`config.mk`:
```
export PLATFORM = sky130hd
export DESIGN_NAME = rsc_top
export DESIGN_NICKNAME = d
export VERILOG_FILES = /design/src/logic/rsc_pkg.sv /design/src/logic/rsc_top.sv
export VERILOG_INCLUDE_DIRS = /design/src /design/src/logic
export SDC_FILE = /design/constraint.sdc
export NUM_CORES = 1
export LEC_CHECK = 0
export BUFFER_PORTS_ARGS = -buffer_cell sky130_fd_sc_hd__buf_2
export CELL_PAD_IN_SITES_DETAIL_PLACEMENT = 0
export CELL_PAD_IN_SITES_GLOBAL_PLACEMENT = 1
export CORE_MARGIN = 4
export CORE_UTILIZATION = 42
export DETAILED_ROUTE_END_ITERATION = 16
export PLACE_DENSITY_LB_ADDON = 0.1
export SLEW_MARGIN = 20
export SYNTH_ARGS = -nofsm -noshare
export SYNTH_HDL_FRONTEND = slang
export SYNTH_SLANG_ARGS = --single-unit
```
`constraint.sdc`:
```
create_clock -name clk -period 3.13 [get_ports clk]
set_clock_uncertainty 0.2 [all_clocks]
set_input_delay 0.939 -clock clk [delete_from_list [all_inputs] [get_ports clk]]
set_output_delay 0.939 -clock clk [all_outputs]
set_load 0.02 [all_outputs]
```
`src/logic/rsc_cfg.svh`:
```
// Constants of the reset source controller
//
// Operation
// - Code 55h makes pin general port bit
// - Code aah makes pin active-low reset
// - Other codes reset after 2-3 slow ticks
// - Non-warm resets restore select to 55h
// - Select code overrides general pin sharing
// - Enabled low pin resets, restarts from zero
// - Start-up delay follows pin reset release
// - Brown-out active in run, off in sleep
// - Only qualified low supply causes reset
// - Qualified brown-out resets, sets brownout flag
// - Pin fault flag: set by fault, cleared
// - Software may clear, never set, brownout
// - Flag bits 6-4 and 1 read zero
// - Run-mode watchdog expiry resets, sets expiry
// - Sleep watchdog expiry: warm clear, two flags
// - Power-on clears flags, brown-out keeps them
// - Reset leaves interrupts off, ports inputs, etc
`ifndef RSC_CFG_SVH
`define RSC_CFG_SVH
`define RSC_SEL_GPIO     8'h55
`define RSC_SEL_RESET    8'haa
`define RSC_ADDR_PINSEL  3'h0
`define RSC_ADDR_FLAGS   3'h1
`define RSC_ADDR_STAT    3'h2
`define RSC_ADDR_EVT     3'h3
`define RSC_ADDR_MASK    3'h4
`define RSC_FB_KEEP      7
`define RSC_FB_FAULT     3
`define RSC_FB_BROWN     2
`define RSC_FB_WCFG      0
`define RSC_SB_EXPIRY    1
`define RSC_SB_PDOWN     0
`define RSC_EV_FAULT     0
`define RSC_EV_BROWN     1
`define RSC_EV_WDT       2
`define RSC_EV_EXT       3
`define RSC_DEB_TICKS    2'h3
`define RSC_CLK_NS       10
`define RSC_EXT_DELAY_NS 16700000
`define RSC_LVR_DELAY_NS 50000000
`define RSC_LVR_QUAL_NS  100000
`define RSC_EXT_DELAY_CYC (`RSC_EXT_DELAY_NS / `RSC_CLK_NS)
`define RSC_LVR_DELAY_CYC (`RSC_LVR_DELAY_NS / `RSC_CLK_NS)
`define RSC_LVR_QUAL_CYC  ((`RSC_LVR_QUAL_NS + `RSC_CLK_NS - 1) / `RSC_CLK_NS)
`endif

```
`src/logic/rsc_pkg.sv`:
```
// Types of the reset source controller
package rsc_pkg;
    typedef enum logic [1:0] {
        ST_RUN     = 2'b00,
        ST_DEB     = 2'b01,
        ST_HOLD    = 2'b10,
        ST_STARTUP = 2'b11
    } rsc_state_type;
    typedef enum logic [2:0] {
        CAUSE_EXT    = 3'b000,
        CAUSE_LVR    = 3'b001,
        CAUSE_PINCFG = 3'b010,
        CAUSE_WDTCFG = 3'b011,
        CAUSE_WDT    = 3'b100
    } rsc_cause_type;
    typedef struct packed {
        logic irq_off;
        logic wdt_clear;
        logic timer_off;
        logic io_input;
        logic sp_top;
    } rsc_init_type;
    typedef struct packed {
        logic       reset_mode;
        logic [1:0] share;
    } rsc_func_type;
    typedef struct packed {
        rsc_state_type st;
        rsc_cause_type cause;
        logic [23:0]   cnt;
        logic [15:0]   qual;
        logic [1:0]    ticks;
        logic [7:0]    pin_sel;
        logic          fault;
        logic          brown;
        logic          wcfg;
        logic          keep;
        logic          expiry;
        logic          pdown;
        logic [3:0]    evt;
        logic [3:0]    mask;
        logic [7:0]    rdata;
        logic          core_rst;
        logic          warm;
        rsc_init_type  init;
        rsc_func_type  func;
        logic          irq;
        logic          slow_internal_osc_s1;
        logic          slow_internal_osc_s2;
        logic          slow_internal_osc_s3;
        logic          nrst_s1;
        logic          nrst_s2;
        logic          low_s1;
        logic          low_s2;
    } rsc_state_vec_type;
endpackage

```
`src/logic/rsc_top.sv`:
```
// Reset source controller: pin, brown-out and watchdog reset sequencing
//
// The strobed register port and the placing of the registers were chosen for this implementation.
`timescale 1ns/1ps
`default_nettype none
`include "rsc_cfg.svh"

module rsc_top
    import rsc_pkg::*;
#(
    parameter logic [23:0] EXT_DELAY_CYC = 24'(`RSC_EXT_DELAY_CYC),
    parameter logic [23:0] LVR_DELAY_CYC = 24'(`RSC_LVR_DELAY_CYC),
    parameter logic [15:0] LVR_QUAL_CYC  = 16'(`RSC_LVR_QUAL_CYC)
)
(
    // Clock and power-on reset
    input  wire logic        clk,
    input  wire logic        rst,
    // Pins and analog sources
    input  wire logic        external_nrst_pin,
    input  wire logic        slow_internal_osc,
    input  wire logic        supply_low,
    // Watchdog and mode inputs
    input  wire logic        wdt_timeout,
    input  wire logic        wdt_cfg_fault,
    input  wire logic        low_power_mode,
    input  wire logic [1:0]  pin_share_sel,
    // Register port
    input  wire logic [2:0]  reg_addr,
    input  wire logic [7:0]  reg_wdata,
    input  wire logic        reg_wr,
    input  wire logic        reg_rd,
    output logic      [7:0]  reg_rdata,
    // Reset outputs to the core
    output logic             core_reset,
    output logic             pc_sp_clear,
    output rsc_init_type     init_ctl,
    output rsc_func_type     pin_func,
    output logic             irq
);

    ////////////////////////////////////////////////////////////////////////
    // State and decoded terms

    rsc_state_vec_type s_q;      // All registered state
    rsc_state_vec_type s_d;      // Next state
    logic              tick;     // Slow oscillator rising edge
    logic              pin_rst;  // Pin configured as reset input
    logic              pin_low;  // Enabled reset pin held low
    logic              sel_bad;  // Select holds no valid code
    logic              lvr_en;   // Brown-out monitor armed
    logic              lvr_hit;  // Qualified low supply
    logic [23:0]       delay_lim; // Start-up length for this cause
    logic              wr_hit;   // Write strobe, decoded by address below
    logic              rd_evt;   // Read of event status

    ////////////////////////////////////////////////////////////////////////
    // Combinational decodes

    // Edge of synchronised slow clock; third stage only for edge
    assign tick    = s_q.slow_internal_osc_s2 & ~s_q.slow_internal_osc_s3;
    // Pin function straight from the select code
    assign pin_rst = (s_q.pin_sel == `RSC_SEL_RESET);
    assign pin_low = pin_rst & ~s_q.nrst_s2;
    // Anything but the two codes is a fault
    assign sel_bad = (s_q.pin_sel != `RSC_SEL_GPIO) &&
                     (s_q.pin_sel != `RSC_SEL_RESET);
    // Monitor is off in sleep and idle
    assign lvr_en  = ~low_power_mode;
    assign lvr_hit = (s_q.qual == LVR_QUAL_CYC);
    // Brown-out and power-on share the longer start-up
    assign delay_lim = (s_q.cause == CAUSE_LVR) ? LVR_DELAY_CYC
                                                : EXT_DELAY_CYC;
    assign wr_hit = reg_wr;
    assign rd_evt = reg_rd && (reg_addr == `RSC_ADDR_EVT);

    ////////////////////////////////////////////////////////////////////////
    // Next-state logic

    always_comb
    begin
        s_d = s_q;

        // Synchronisers; first stages feed only second stages
        s_d.slow_internal_osc_s1 = slow_internal_osc;
        s_d.slow_internal_osc_s2 = s_q.slow_internal_osc_s1;
        s_d.slow_internal_osc_s3 = s_q.slow_internal_osc_s2;
        s_d.nrst_s1 = external_nrst_pin;
        s_d.nrst_s2 = s_q.nrst_s1;
        s_d.low_s1  = supply_low;
        s_d.low_s2  = s_q.low_s1;

        // Defaults for pulse outputs
        s_d.warm  = 1'b0;
        s_d.rdata = 8'h00;

        // Low supply must persist; short dips restart the count
        if (lvr_en && s_q.low_s2)
        begin
            if (!lvr_hit)
            begin
                s_d.qual = s_q.qual + 16'h0001;
            end
        end
        else
        begin
            s_d.qual = 16'h0000;
        end

        // Register reads; one cycle later on the port
        if (reg_rd)
        begin
            case (reg_addr)
                `RSC_ADDR_PINSEL:
                begin
                    s_d.rdata = s_q.pin_sel;
                end
                `RSC_ADDR_FLAGS:
                begin
                    // Unused bits stay zero
                    s_d.rdata[`RSC_FB_KEEP]  = s_q.keep;
                    s_d.rdata[`RSC_FB_FAULT] = s_q.fault;
                    s_d.rdata[`RSC_FB_BROWN] = s_q.brown;
                    s_d.rdata[`RSC_FB_WCFG]  = s_q.wcfg;
                end
                `RSC_ADDR_STAT:
                begin
                    s_d.rdata[`RSC_SB_EXPIRY] = s_q.expiry;
                    s_d.rdata[`RSC_SB_PDOWN]  = s_q.pdown;
                end
                `RSC_ADDR_EVT:
                begin
                    s_d.rdata = {4'h0, s_q.evt};
                end
                `RSC_ADDR_MASK:
                begin
                    s_d.rdata = {4'h0, s_q.mask};
                end
                default:
                begin
                    // Unmapped reads return zero
                    s_d.rdata = 8'h00;
                end
            endcase
        end

        // Reading event status clears it; later sets win
        if (rd_evt)
        begin
            s_d.evt = 4'h0;
        end

        // Register writes
        if (wr_hit)
        begin
            case (reg_addr)
                `RSC_ADDR_PINSEL:
                begin
                    s_d.pin_sel = reg_wdata;
                end
                `RSC_ADDR_FLAGS:
                begin
                    s_d.keep  = reg_wdata[`RSC_FB_KEEP];
                    // Flags clear on a zero, a one is ignored
                    s_d.fault = s_q.fault & reg_wdata[`RSC_FB_FAULT];
                    s_d.brown = s_q.brown & reg_wdata[`RSC_FB_BROWN];
                    s_d.wcfg  = s_q.wcfg & reg_wdata[`RSC_FB_WCFG];
                end
                `RSC_ADDR_MASK:
                begin
                    s_d.mask = reg_wdata[3:0];
                end
                default:
                begin
                    // Read-only and unmapped writes are dropped
                    s_d.mask = s_d.mask;
                end
            endcase
        end

        // Sequencer
        case (s_q.st)
            ST_RUN:
            begin
                s_d.ticks = 2'h0;
                if (pin_low)
                begin
                    // Pin reset acts at once, no debounce
                    s_d.st    = ST_HOLD;
                    s_d.cause = CAUSE_EXT;
                    s_d.evt[`RSC_EV_EXT] = 1'b1;
                end
                else if (wdt_timeout && low_power_mode)
                begin
                    // Warm reset: only program counter and stack
                    s_d.warm   = 1'b1;
                    s_d.expiry = 1'b1;
                    s_d.pdown  = 1'b1;
                    s_d.evt[`RSC_EV_WDT] = 1'b1;
                end
                else if (wdt_timeout)
                begin
                    // Full reset, power-down flag untouched
                    s_d.st     = ST_HOLD;
                    s_d.cause  = CAUSE_WDT;
                    s_d.expiry = 1'b1;
                    s_d.evt[`RSC_EV_WDT] = 1'b1;
                end
                else if (lvr_hit)
                begin
                    s_d.st    = ST_DEB;
                    s_d.cause = CAUSE_LVR;
                end
                else if (sel_bad)
                begin
                    s_d.st    = ST_DEB;
                    s_d.cause = CAUSE_PINCFG;
                end
                else if (wdt_cfg_fault)
                begin
                    s_d.st    = ST_DEB;
                    s_d.cause = CAUSE_WDTCFG;
                end
            end
            ST_DEB:
            begin
                // Count slow edges; the third lands 2 to 3 cycles in
                if (tick)
                begin
                    s_d.ticks = s_q.ticks + 2'h1;
                end
                if (pin_low)
                begin
                    // Pin reset overrides a pending debounce
                    s_d.st    = ST_HOLD;
                    s_d.cause = CAUSE_EXT;
                    s_d.evt[`RSC_EV_EXT] = 1'b1;
                end
                else if (s_q.ticks == `RSC_DEB_TICKS)
                begin
                    s_d.st = ST_HOLD;
                    case (s_q.cause)
                        CAUSE_LVR:
                        begin
                            s_d.brown = 1'b1;
                            s_d.evt[`RSC_EV_BROWN] = 1'b1;
                        end
                        CAUSE_PINCFG:
                        begin
                            s_d.fault = 1'b1;
                            s_d.evt[`RSC_EV_FAULT] = 1'b1;
                        end
                        default:
                        begin
                            s_d.wcfg = 1'b1;
                        end
                    endcase
                end
            end
            ST_HOLD:
            begin
                // Stay while a pin or brown-out cause is still present
                if (!((s_q.cause == CAUSE_EXT && pin_low) ||
                      (s_q.cause == CAUSE_LVR && s_q.low_s2)))
                begin
                    s_d.st  = ST_STARTUP;
                    s_d.cnt = 24'h000000;
                    // Non-warm resets restore the select code
                    s_d.pin_sel = `RSC_SEL_GPIO;
                end
            end
            ST_STARTUP:
            begin
                s_d.cnt = s_q.cnt + 24'h000001;
                if (lvr_hit)
                begin
                    // A fresh brown-out restarts the sequence
                    s_d.st    = ST_HOLD;
                    s_d.cause = CAUSE_LVR;
                    s_d.brown = 1'b1;
                    s_d.evt[`RSC_EV_BROWN] = 1'b1;
                end
                else if (s_q.cnt >= delay_lim)
                begin
                    s_d.st = ST_RUN;
                end
            end
            default:
            begin
                s_d.st = ST_HOLD;
            end
        endcase

        // Reset level and start-up conditions follow the state
        s_d.core_rst = (s_d.st == ST_HOLD) || (s_d.st == ST_STARTUP);
        s_d.init.irq_off   = s_d.core_rst;
        s_d.init.wdt_clear = s_d.core_rst;
        s_d.init.timer_off = s_d.core_rst;
        s_d.init.io_input  = s_d.core_rst;
        s_d.init.sp_top    = s_d.core_rst;

        // Select code wins over the general sharing choice
        s_d.func.reset_mode = (s_d.pin_sel == `RSC_SEL_RESET);
        s_d.func.share = s_d.func.reset_mode ? 2'h0 : pin_share_sel;

        // Level interrupt from unmasked sticky events
        s_d.irq = |(s_d.evt & s_d.mask);
    end

    ////////////////////////////////////////////////////////////////////////
    // State register; power-on clears every flag

    always_ff @(posedge clk or posedge rst)
    begin
        if (rst)
        begin
            // Power-on starts in the long start-up
            s_q          <= '0;
            s_q.st       <= ST_STARTUP;
            s_q.cause    <= CAUSE_LVR;
            s_q.pin_sel  <= `RSC_SEL_GPIO;
            s_q.core_rst <= 1'b1;
            s_q.init     <= '1;
            s_q.slow_internal_osc_s1  <= 1'b0;
            s_q.nrst_s1  <= 1'b1;
            s_q.nrst_s2  <= 1'b1;
        end
        else
        begin
            s_q <= s_d;
        end
    end

    ////////////////////////////////////////////////////////////////////////
    // Outputs, each straight from the state register

    assign reg_rdata   = s_q.rdata;
    assign core_reset  = s_q.core_rst;
    assign pc_sp_clear = s_q.warm;
    assign init_ctl    = s_q.init;
    assign pin_func    = s_q.func;
    assign irq         = s_q.irq;

endmodule // rsc_top

`default_nettype wire

```
==> results of run 1 <==
how the worst max path moves through the flow:
stage	from	to	slack, ns	cells past startpoint
final	s_q[90]	init_ctl[0]	0.34	8
after global routing	s_q[90]	init_ctl[0]	0.16	8
after CTS	s_q[90]	init_ctl[0]	0.32	8
after detailed placement	s_q[90]	init_ctl[0]	0.34	8
after global placement	s_q[90]	init_ctl[0]	0.37	8
after floorplan	reg_addr[0]	irq	0.60	7
through the flow:
stage | area [sq um] | instances | hold slack [ns]
3_5_place_dp | 4950 | 620 | 0.135
3_3_place_gp | 4950 | 620 | 0.139
6_report | 5230 | 636 | 0.147
4_1_cts | 5230 | 636 | 0.148
2_1_floorplan | 4720 | 463 | 0.131
5_1_grt | 5230 | 636 | 0.157
flip-flops by register name, summed over array words and instances, names as in the netlist:
name,flops
reg_rdata,8
s_q,71
s_d,4
init_ctl,1
irq,1
pin_func,3
pc_sp_clear,1
layout make-up:
type	count	area, sq um
fillers	1047	5700
multi-input cells	329	2210
flip-flops and latches	89	2240
repair buffers	46	268
well taps	140	175
inverters	16	63.8
clock buffers	16	282
logic make-up (layout without fill, tap and decap cells):
group | count (synthesis) | in the layout
simple gates | 198 | 198
flops | 89 | 89
compound gates | 88 | 88
buf+inv | 45 | 78
mux | 22 | 22
xor+xnor | 13 | 13
fa+ha+maj | 8 | 8
Yosys cell counts, types with 3 or more instances:
master,n,area (sq um)
nand3_1,37,185
a21o_1,3,22.5
o31ai_1,3,22.5
clkbuf_1,3,11.3
a21oi_1,17,85.1
ha_1,8,100
nand4_1,10,62.6
nand4bb_1,5,56.3
and2_1,6,37.5
nor3b_1,3,22.5
o21ai_1,4,20.0
nor2_1,32,120
dfstp_2,9,236
buf_6,3,33.8
o21ai_0,25,125
nand2_1,47,176
o211ai_1,5,37.5
nor2b_1,6,37.5
dfrtp_1,80,2000
and4_1,4,35.0
xnor2_1,5,43.8
buf_4,20,150
mux2i_1,12,120
or3_1,5,31.3
a31oi_1,3,18.8
nand2b_1,4,25.0
inv_1,15,56.3
a22o_1,6,52.6
nand3b_1,3,22.5
and3_1,8,50.1
mux2_2,7,78.8
xor2_1,8,70.1
nor3_1,4,20.0
where the power goes:
group	internal (mW)	switching (mW)	leakage, nW
logic	0.0966	0.113	1.03
registers	1.22	0.0538	1.16
clock network	0.605	0.421	0.137
layer usage:
metal | GRT usage [%] | vias up | wire (microns)
li1 | - | 1724 | -
met1 | 23.8 | 1694 | 5000
met2 | 26.4 | 52 | 4950
met3 | 2.81 | 11 | 284
met4 | 7.28 | 0 | 176
met5 | 0 | - | 0
worst max-delay path, cell delays in order (launching register included):
cell       delay (ns)
dfstp_2          0.59
nor3b_4          0.35
inv_2            0.17
ha_1             0.30
or4bb_1          0.47
a2bb2oi_1        0.16
a21oi_1          0.10
o211ai_2         0.23
a32oi_1          0.13
==> results.md, run 1 <==
* Synth Register Bits at 89
* Synthesis Warnings at 0
* I/O pins at 42
* Core region area at 10,900 sq um
* Die Ht at 114 microns
* Total routed wirelength at 10.4 mm
* Ys async rst share at 100%
* DP Worst Slack at 0.335 ns
* Synth Instances at 463
* Leak Pwr at 2.32 nW
* WS Path Type: flop to flop
* Gr usage total at 17.1%
* Die X at 114 microns
* Yosys cell types at 76
* Worst Tran Pin Value at 0.641 ns
* CTS tree: done
* Mean routed wirelength per cell at 16.4 microns
* Hold Crit Class: flop to flop
* R2r setup slk at 0.34 ns
* PwrDens at 479 nW/um^2
* Worst Path Max Fanout at 8
* Final number of hold-violating endpoints at 0
* Hold Path Sink: s_d[4]
* Port Buf Inserts at 41
* Std-Cell Rows at 38
* VDD IR max at 220 uV
* Setup ws final at 0.343 ns
* Htree depth at 3
* Final period util at 89.1%
* CTS sink cnt at 89
* Clk buf depth at 2
* Ys flop type: dfrtp_1
* DR vias at 3,481
* CTS Buf Count at 9
* Commonest non-fill, non-tap cells in the layout: dfrtp_1, nand2_1, buf_2
* Post-CTS Repair Setup Buffers at 0
* Clk slew on worst S/H paths at 0.06 ns
* Arrival time worst endpoint at 2.83 ns
* Startpoint types: flop
* Initial Utilization at 43.1%
* Avg Cell Area, Syn at 10.2 sq um
* # diodes at 0
* CTS resizes at 0
* RSZ-0062 raised after global routing: no
* Area of the mapped netlist at 4720 sq um
* WHS Path Cells at 0
* Adder-Cell Fraction of Synth Area at 2.12%
* Outcome: finished clean
* Post-synthesis mux area share at 5.33%
* Most common cell after layout, fill and taps aside: dfrtp_1
* Pin count of the biggest net entering global routing at 39
* Max Clk Rate at 359 MHz
* Hold path startpoint: s_d[5]
* ANT nets after route at 0
* Worst reg2reg path depth at 8
* RD Place Congestion at 0.782
* Max Cap Viol at 0
* Post-synth EDFFs at 0
* Syn_nets at 494
* XOR/XNOR share of the synthesized area at 2.41%
* Slew Viols, Final at 0
* Root Buffer: clkbuf_16
* Via-per-instance ratio at 5.47
* Number of global-route vias before repair at 3,354
* Reg-to-Reg Start: s_q[90]
* Endpoints failing setup at 0
* DIE AREA at 13,000 sq um
* Slew Limit Headroom at 57.2%
* Router iterations before antenna repair at 4
* Global-route wire length before repair at 17.5 mm
* Worst EP required at 3.17 ns
* Power Total at 2.51 mW
* Critical Path End Type: flop
* FF-to-FF End: init_ctl[0]
* Residual DRC at 0
* Final #Nets at 522
* Setup TNS at 0 ns
* # hold bufs at CTS at 0
* HPWL after DPL at 7.55 mm
* Sequential area share after synthesis at 47.5%
* Synth Area in Compound Gates at 12.8%
* First DRT Iteration DRCs at 207
* Fraction of the mapped netlist area in simple logic gates at 24.2%
* Main combinational cell family by area after synthesis: simple AND/OR/NAND/NOR gates
* Area growth syn-to-layout at 11.0%
* Min Clock Period, post-route at 2.79 ns
* Worst-skew pair later-pin latency at 0.34 ns
* Fraction of layout cells with a size suffix above 1 at 20.0%
* Remaining Overflow, GRT at 0
* Initial antenna violation count at 0
* Layout Utilization at 47.9%
Note: power is estimated with default switching activity, not from simulation.
==> inputs of run 2 (changes only) <==
- CELL_PAD_IN_SITES_DETAIL_PLACEMENT: 0 -> 1
- CELL_PAD_IN_SITES_GLOBAL_PLACEMENT: 1 -> 2
- CORE_UTILIZATION: 42 -> 35
==> results.md, run 2 (same netlist as run 1, synthesis figures left out) <==
* Startpoint types: flop (unchanged)
* WS Path Type: flop to flop (unchanged)
* Htree depth at 3 (unchanged)
* ANT nets after route at 0 (unchanged)
* Register share of total power at 46.6% (was 50.7%)
* Port Buf Inserts at 41 (unchanged)
* Placed insts at 657 (was 620)
* DR vias at 3,527 (was 3,481)
* Initial antenna violation count at 0 (unchanged)
* Initial Utilization at 35.6% (was 43.1%)
* Die X at 124 microns (was 114 microns)
* CTS resizes at 0 (unchanged)
* Pin count of the biggest net entering global routing at 48 (was 39)
* Gr usage total at 16.4% (was 17.1%)
* RSZ-0062 raised after global routing: no (unchanged)
* Fillers at 1,497 (was 1,047)
* NetSw at 642 uW (was 588 uW)
* HPWL after DPL at 8.49 mm (was 7.55 mm)
* Global-route wire length before repair at 19.7 mm (was 17.5 mm)
* Std-Cell Rows at 42 (was 38)
* Slew Viols, Final at 0 (unchanged)
* DP Worst Slack at 0.331 ns (was 0.335 ns)
* CTS tree: done (unchanged)
* Most common cell after layout, fill and taps aside: dfrtp_1 (unchanged)
* Total routed wirelength at 11.6 mm (was 10.4 mm)
* Router iterations before antenna repair at 4 (unchanged)
* Worst Path Max Fanout at 8 (unchanged)
* Endpoints failing setup at 0 (unchanged)
* DIE AREA at 15,400 sq um (was 13,000 sq um)
* Core region area at 13,200 sq um (was 10,900 sq um)
* Final #Nets at 523 (was 522)
* VDD IR max at 248 uV (was 220 uV)
* Mean routed wirelength per cell at 17.3 microns (was 16.4 microns)
* CTS sink cnt at 89 (unchanged)
* Hold Crit Class: flop to flop (unchanged)
* Clk pwr share at 45.6% (was 40.9%)
* Clk slew on worst S/H paths at 0.06 ns (about the same)
* # diodes at 0 (unchanged)
* Min Clock Period, post-route at 2.80 ns (was 2.79 ns)
* Storage element area at 2240 sq um (unchanged)
* Post-CTS Repair Setup Buffers at 0 (unchanged)
* First DRT Iteration DRCs at 161 (was 207)
* Commonest non-fill, non-tap cells in the layout: dfrtp_1, nand2_1, buf_2 (unchanged)
* Final number of hold-violating endpoints at 0 (unchanged)
* Layout Utilization at 40.2% (was 47.9%)
* Max Cap Viol at 0 (unchanged)
* Root Buffer: clkbuf_16 (unchanged)
* Worst hold slack at 0.148 ns (was 0.147 ns)
* Setup TNS at 0 ns (unchanged)
* Worst Tran Pin Value at 0.650 ns (was 0.641 ns)
* Via-per-instance ratio at 5.24 (was 5.47)
* Fraction of layout cells with a size suffix above 1 at 20.9% (was 20.0%)
* CTS Buf Count at 9 (unchanged)
* Arrival time worst endpoint at 2.85 ns (was 2.83 ns)
* Leak Pwr at 2.34 nW (was 2.32 nW)
* Footprint of the multi-input gates at 2210 sq um (unchanged)
* Die Ht at 124 microns (was 114 microns)
* PwrDens at 514 nW/um^2 (was 479 nW/um^2)
* Clk buf depth at 2 (unchanged)
* Max Clk Rate at 357 MHz (was 359 MHz)
* Sw frac at 23.5% (was 23.4%)
* Largest Register: s_q (unchanged)
* Number of global-route vias before repair at 3,760 (was 3,354)
* Int Pwr at 2.09 mW (was 1.92 mW)
* Area growth syn-to-layout at 12.9% (was 11.0%)
* Setup ws final at 0.326 ns (was 0.343 ns)
* Remaining Overflow, GRT at 0 (unchanged)
* Max reg flops at 71 (unchanged)
* Worst-skew pair later-pin latency at 0.35 ns (was 0.34 ns)
* # hold bufs at CTS at 0 (unchanged)
* Residual DRC at 0 (unchanged)
* Slew Limit Headroom at 56.7% (was 57.2%)
* Comb pwr share at 7.8% (was 8.4%)
* Worst EP required at 3.17 ns (about the same)
* Final Non-Filler Cells at 673 (was 636)
* RD Place Congestion at 0.764 (was 0.782)
* Outcome: finished clean (unchanged)
* Final period util at 89.6% (was 89.1%)
* I/O pins at 42 (unchanged)
* Critical Path End Type: flop (unchanged)
-- run 2: cell count changes in the layout (fill, tap and decap cells not counted), sizes merged --
cell      delta
buf          +1
bufinv       +3
clkbuf       -7
clkinvlp     +2
clkinv       +2
-- run 2: worst paths after layout --
| check | start | end | slack (ns) | cells after the start |
|---|---|---|---|---|
| worst max-delay path | s_q[90] | init_ctl[0] | 0.33 | 8 |
| worst min-delay path | s_d[5] | s_d[4] | 0.15 | 0 |
| worst max register to register | s_q[90] | init_ctl[0] | 0.33 | 8 |
| worst min register to register | s_d[5] | s_d[4] | 0.15 | 0 |
| max in group asynchronous | rst | s_q[87] | 1.72 | 3 |
| min in group asynchronous | rst | s_q[49] | 0.55 | 3 |
-- run 2: layout make-up --
cell class                 count  area share [%]
sequential                    89            42.0
clock buffer                   9            4.23
clock inverter                 7            2.23
inverter                      16            1.20
multi-input combinational    329            41.5
tap                          176            4.14
timing repair buffer          47            4.70
-- run 2: stage by stage --
step                power (mW)  area, sq um
floorplan                 1.43         4720
global placement          1.50         4980
detailed placement        1.51         4980
CTS                       2.78         5320
global route              2.87         5320
finish                    2.73         5320
-- run 2: layer usage --
| layer | share of wire, % | vias up | global-route usage [%] |
|---|---|---|---|
| met5 | 0 | - | 0 |
| met4 | 1.0 | 0 | 4.11 |
| met3 | 2.9 | 8 | 4.45 |
| met2 | 49 | 40 | 27.0 |
| met1 | 47 | 1763 | 21.6 |
| li1 | - | 1716 | - |
-- run 2: power by group through the flow --
stage	Sequential [mW]	Combinational (mW)	Clock (mW)
floorplan	1.27	0.163	0
global placement	1.29	0.210	0
detailed placement	1.29	0.216	0
CTS	1.27	0.217	1.29
global route	1.28	0.241	1.35
finish	1.27	0.212	1.25
-- run 2: critical path, cell delays in order, from the launching register on --
cell and delay (ns):
dfstp_2 0.60, nor3b_4 0.35, inv_2 0.18, ha_1 0.30, or4bb_1 0.47, a2bb2oi_1 0.16, a21oi_1 0.09, o211ai_2 0.21
a32oi_1 0.13
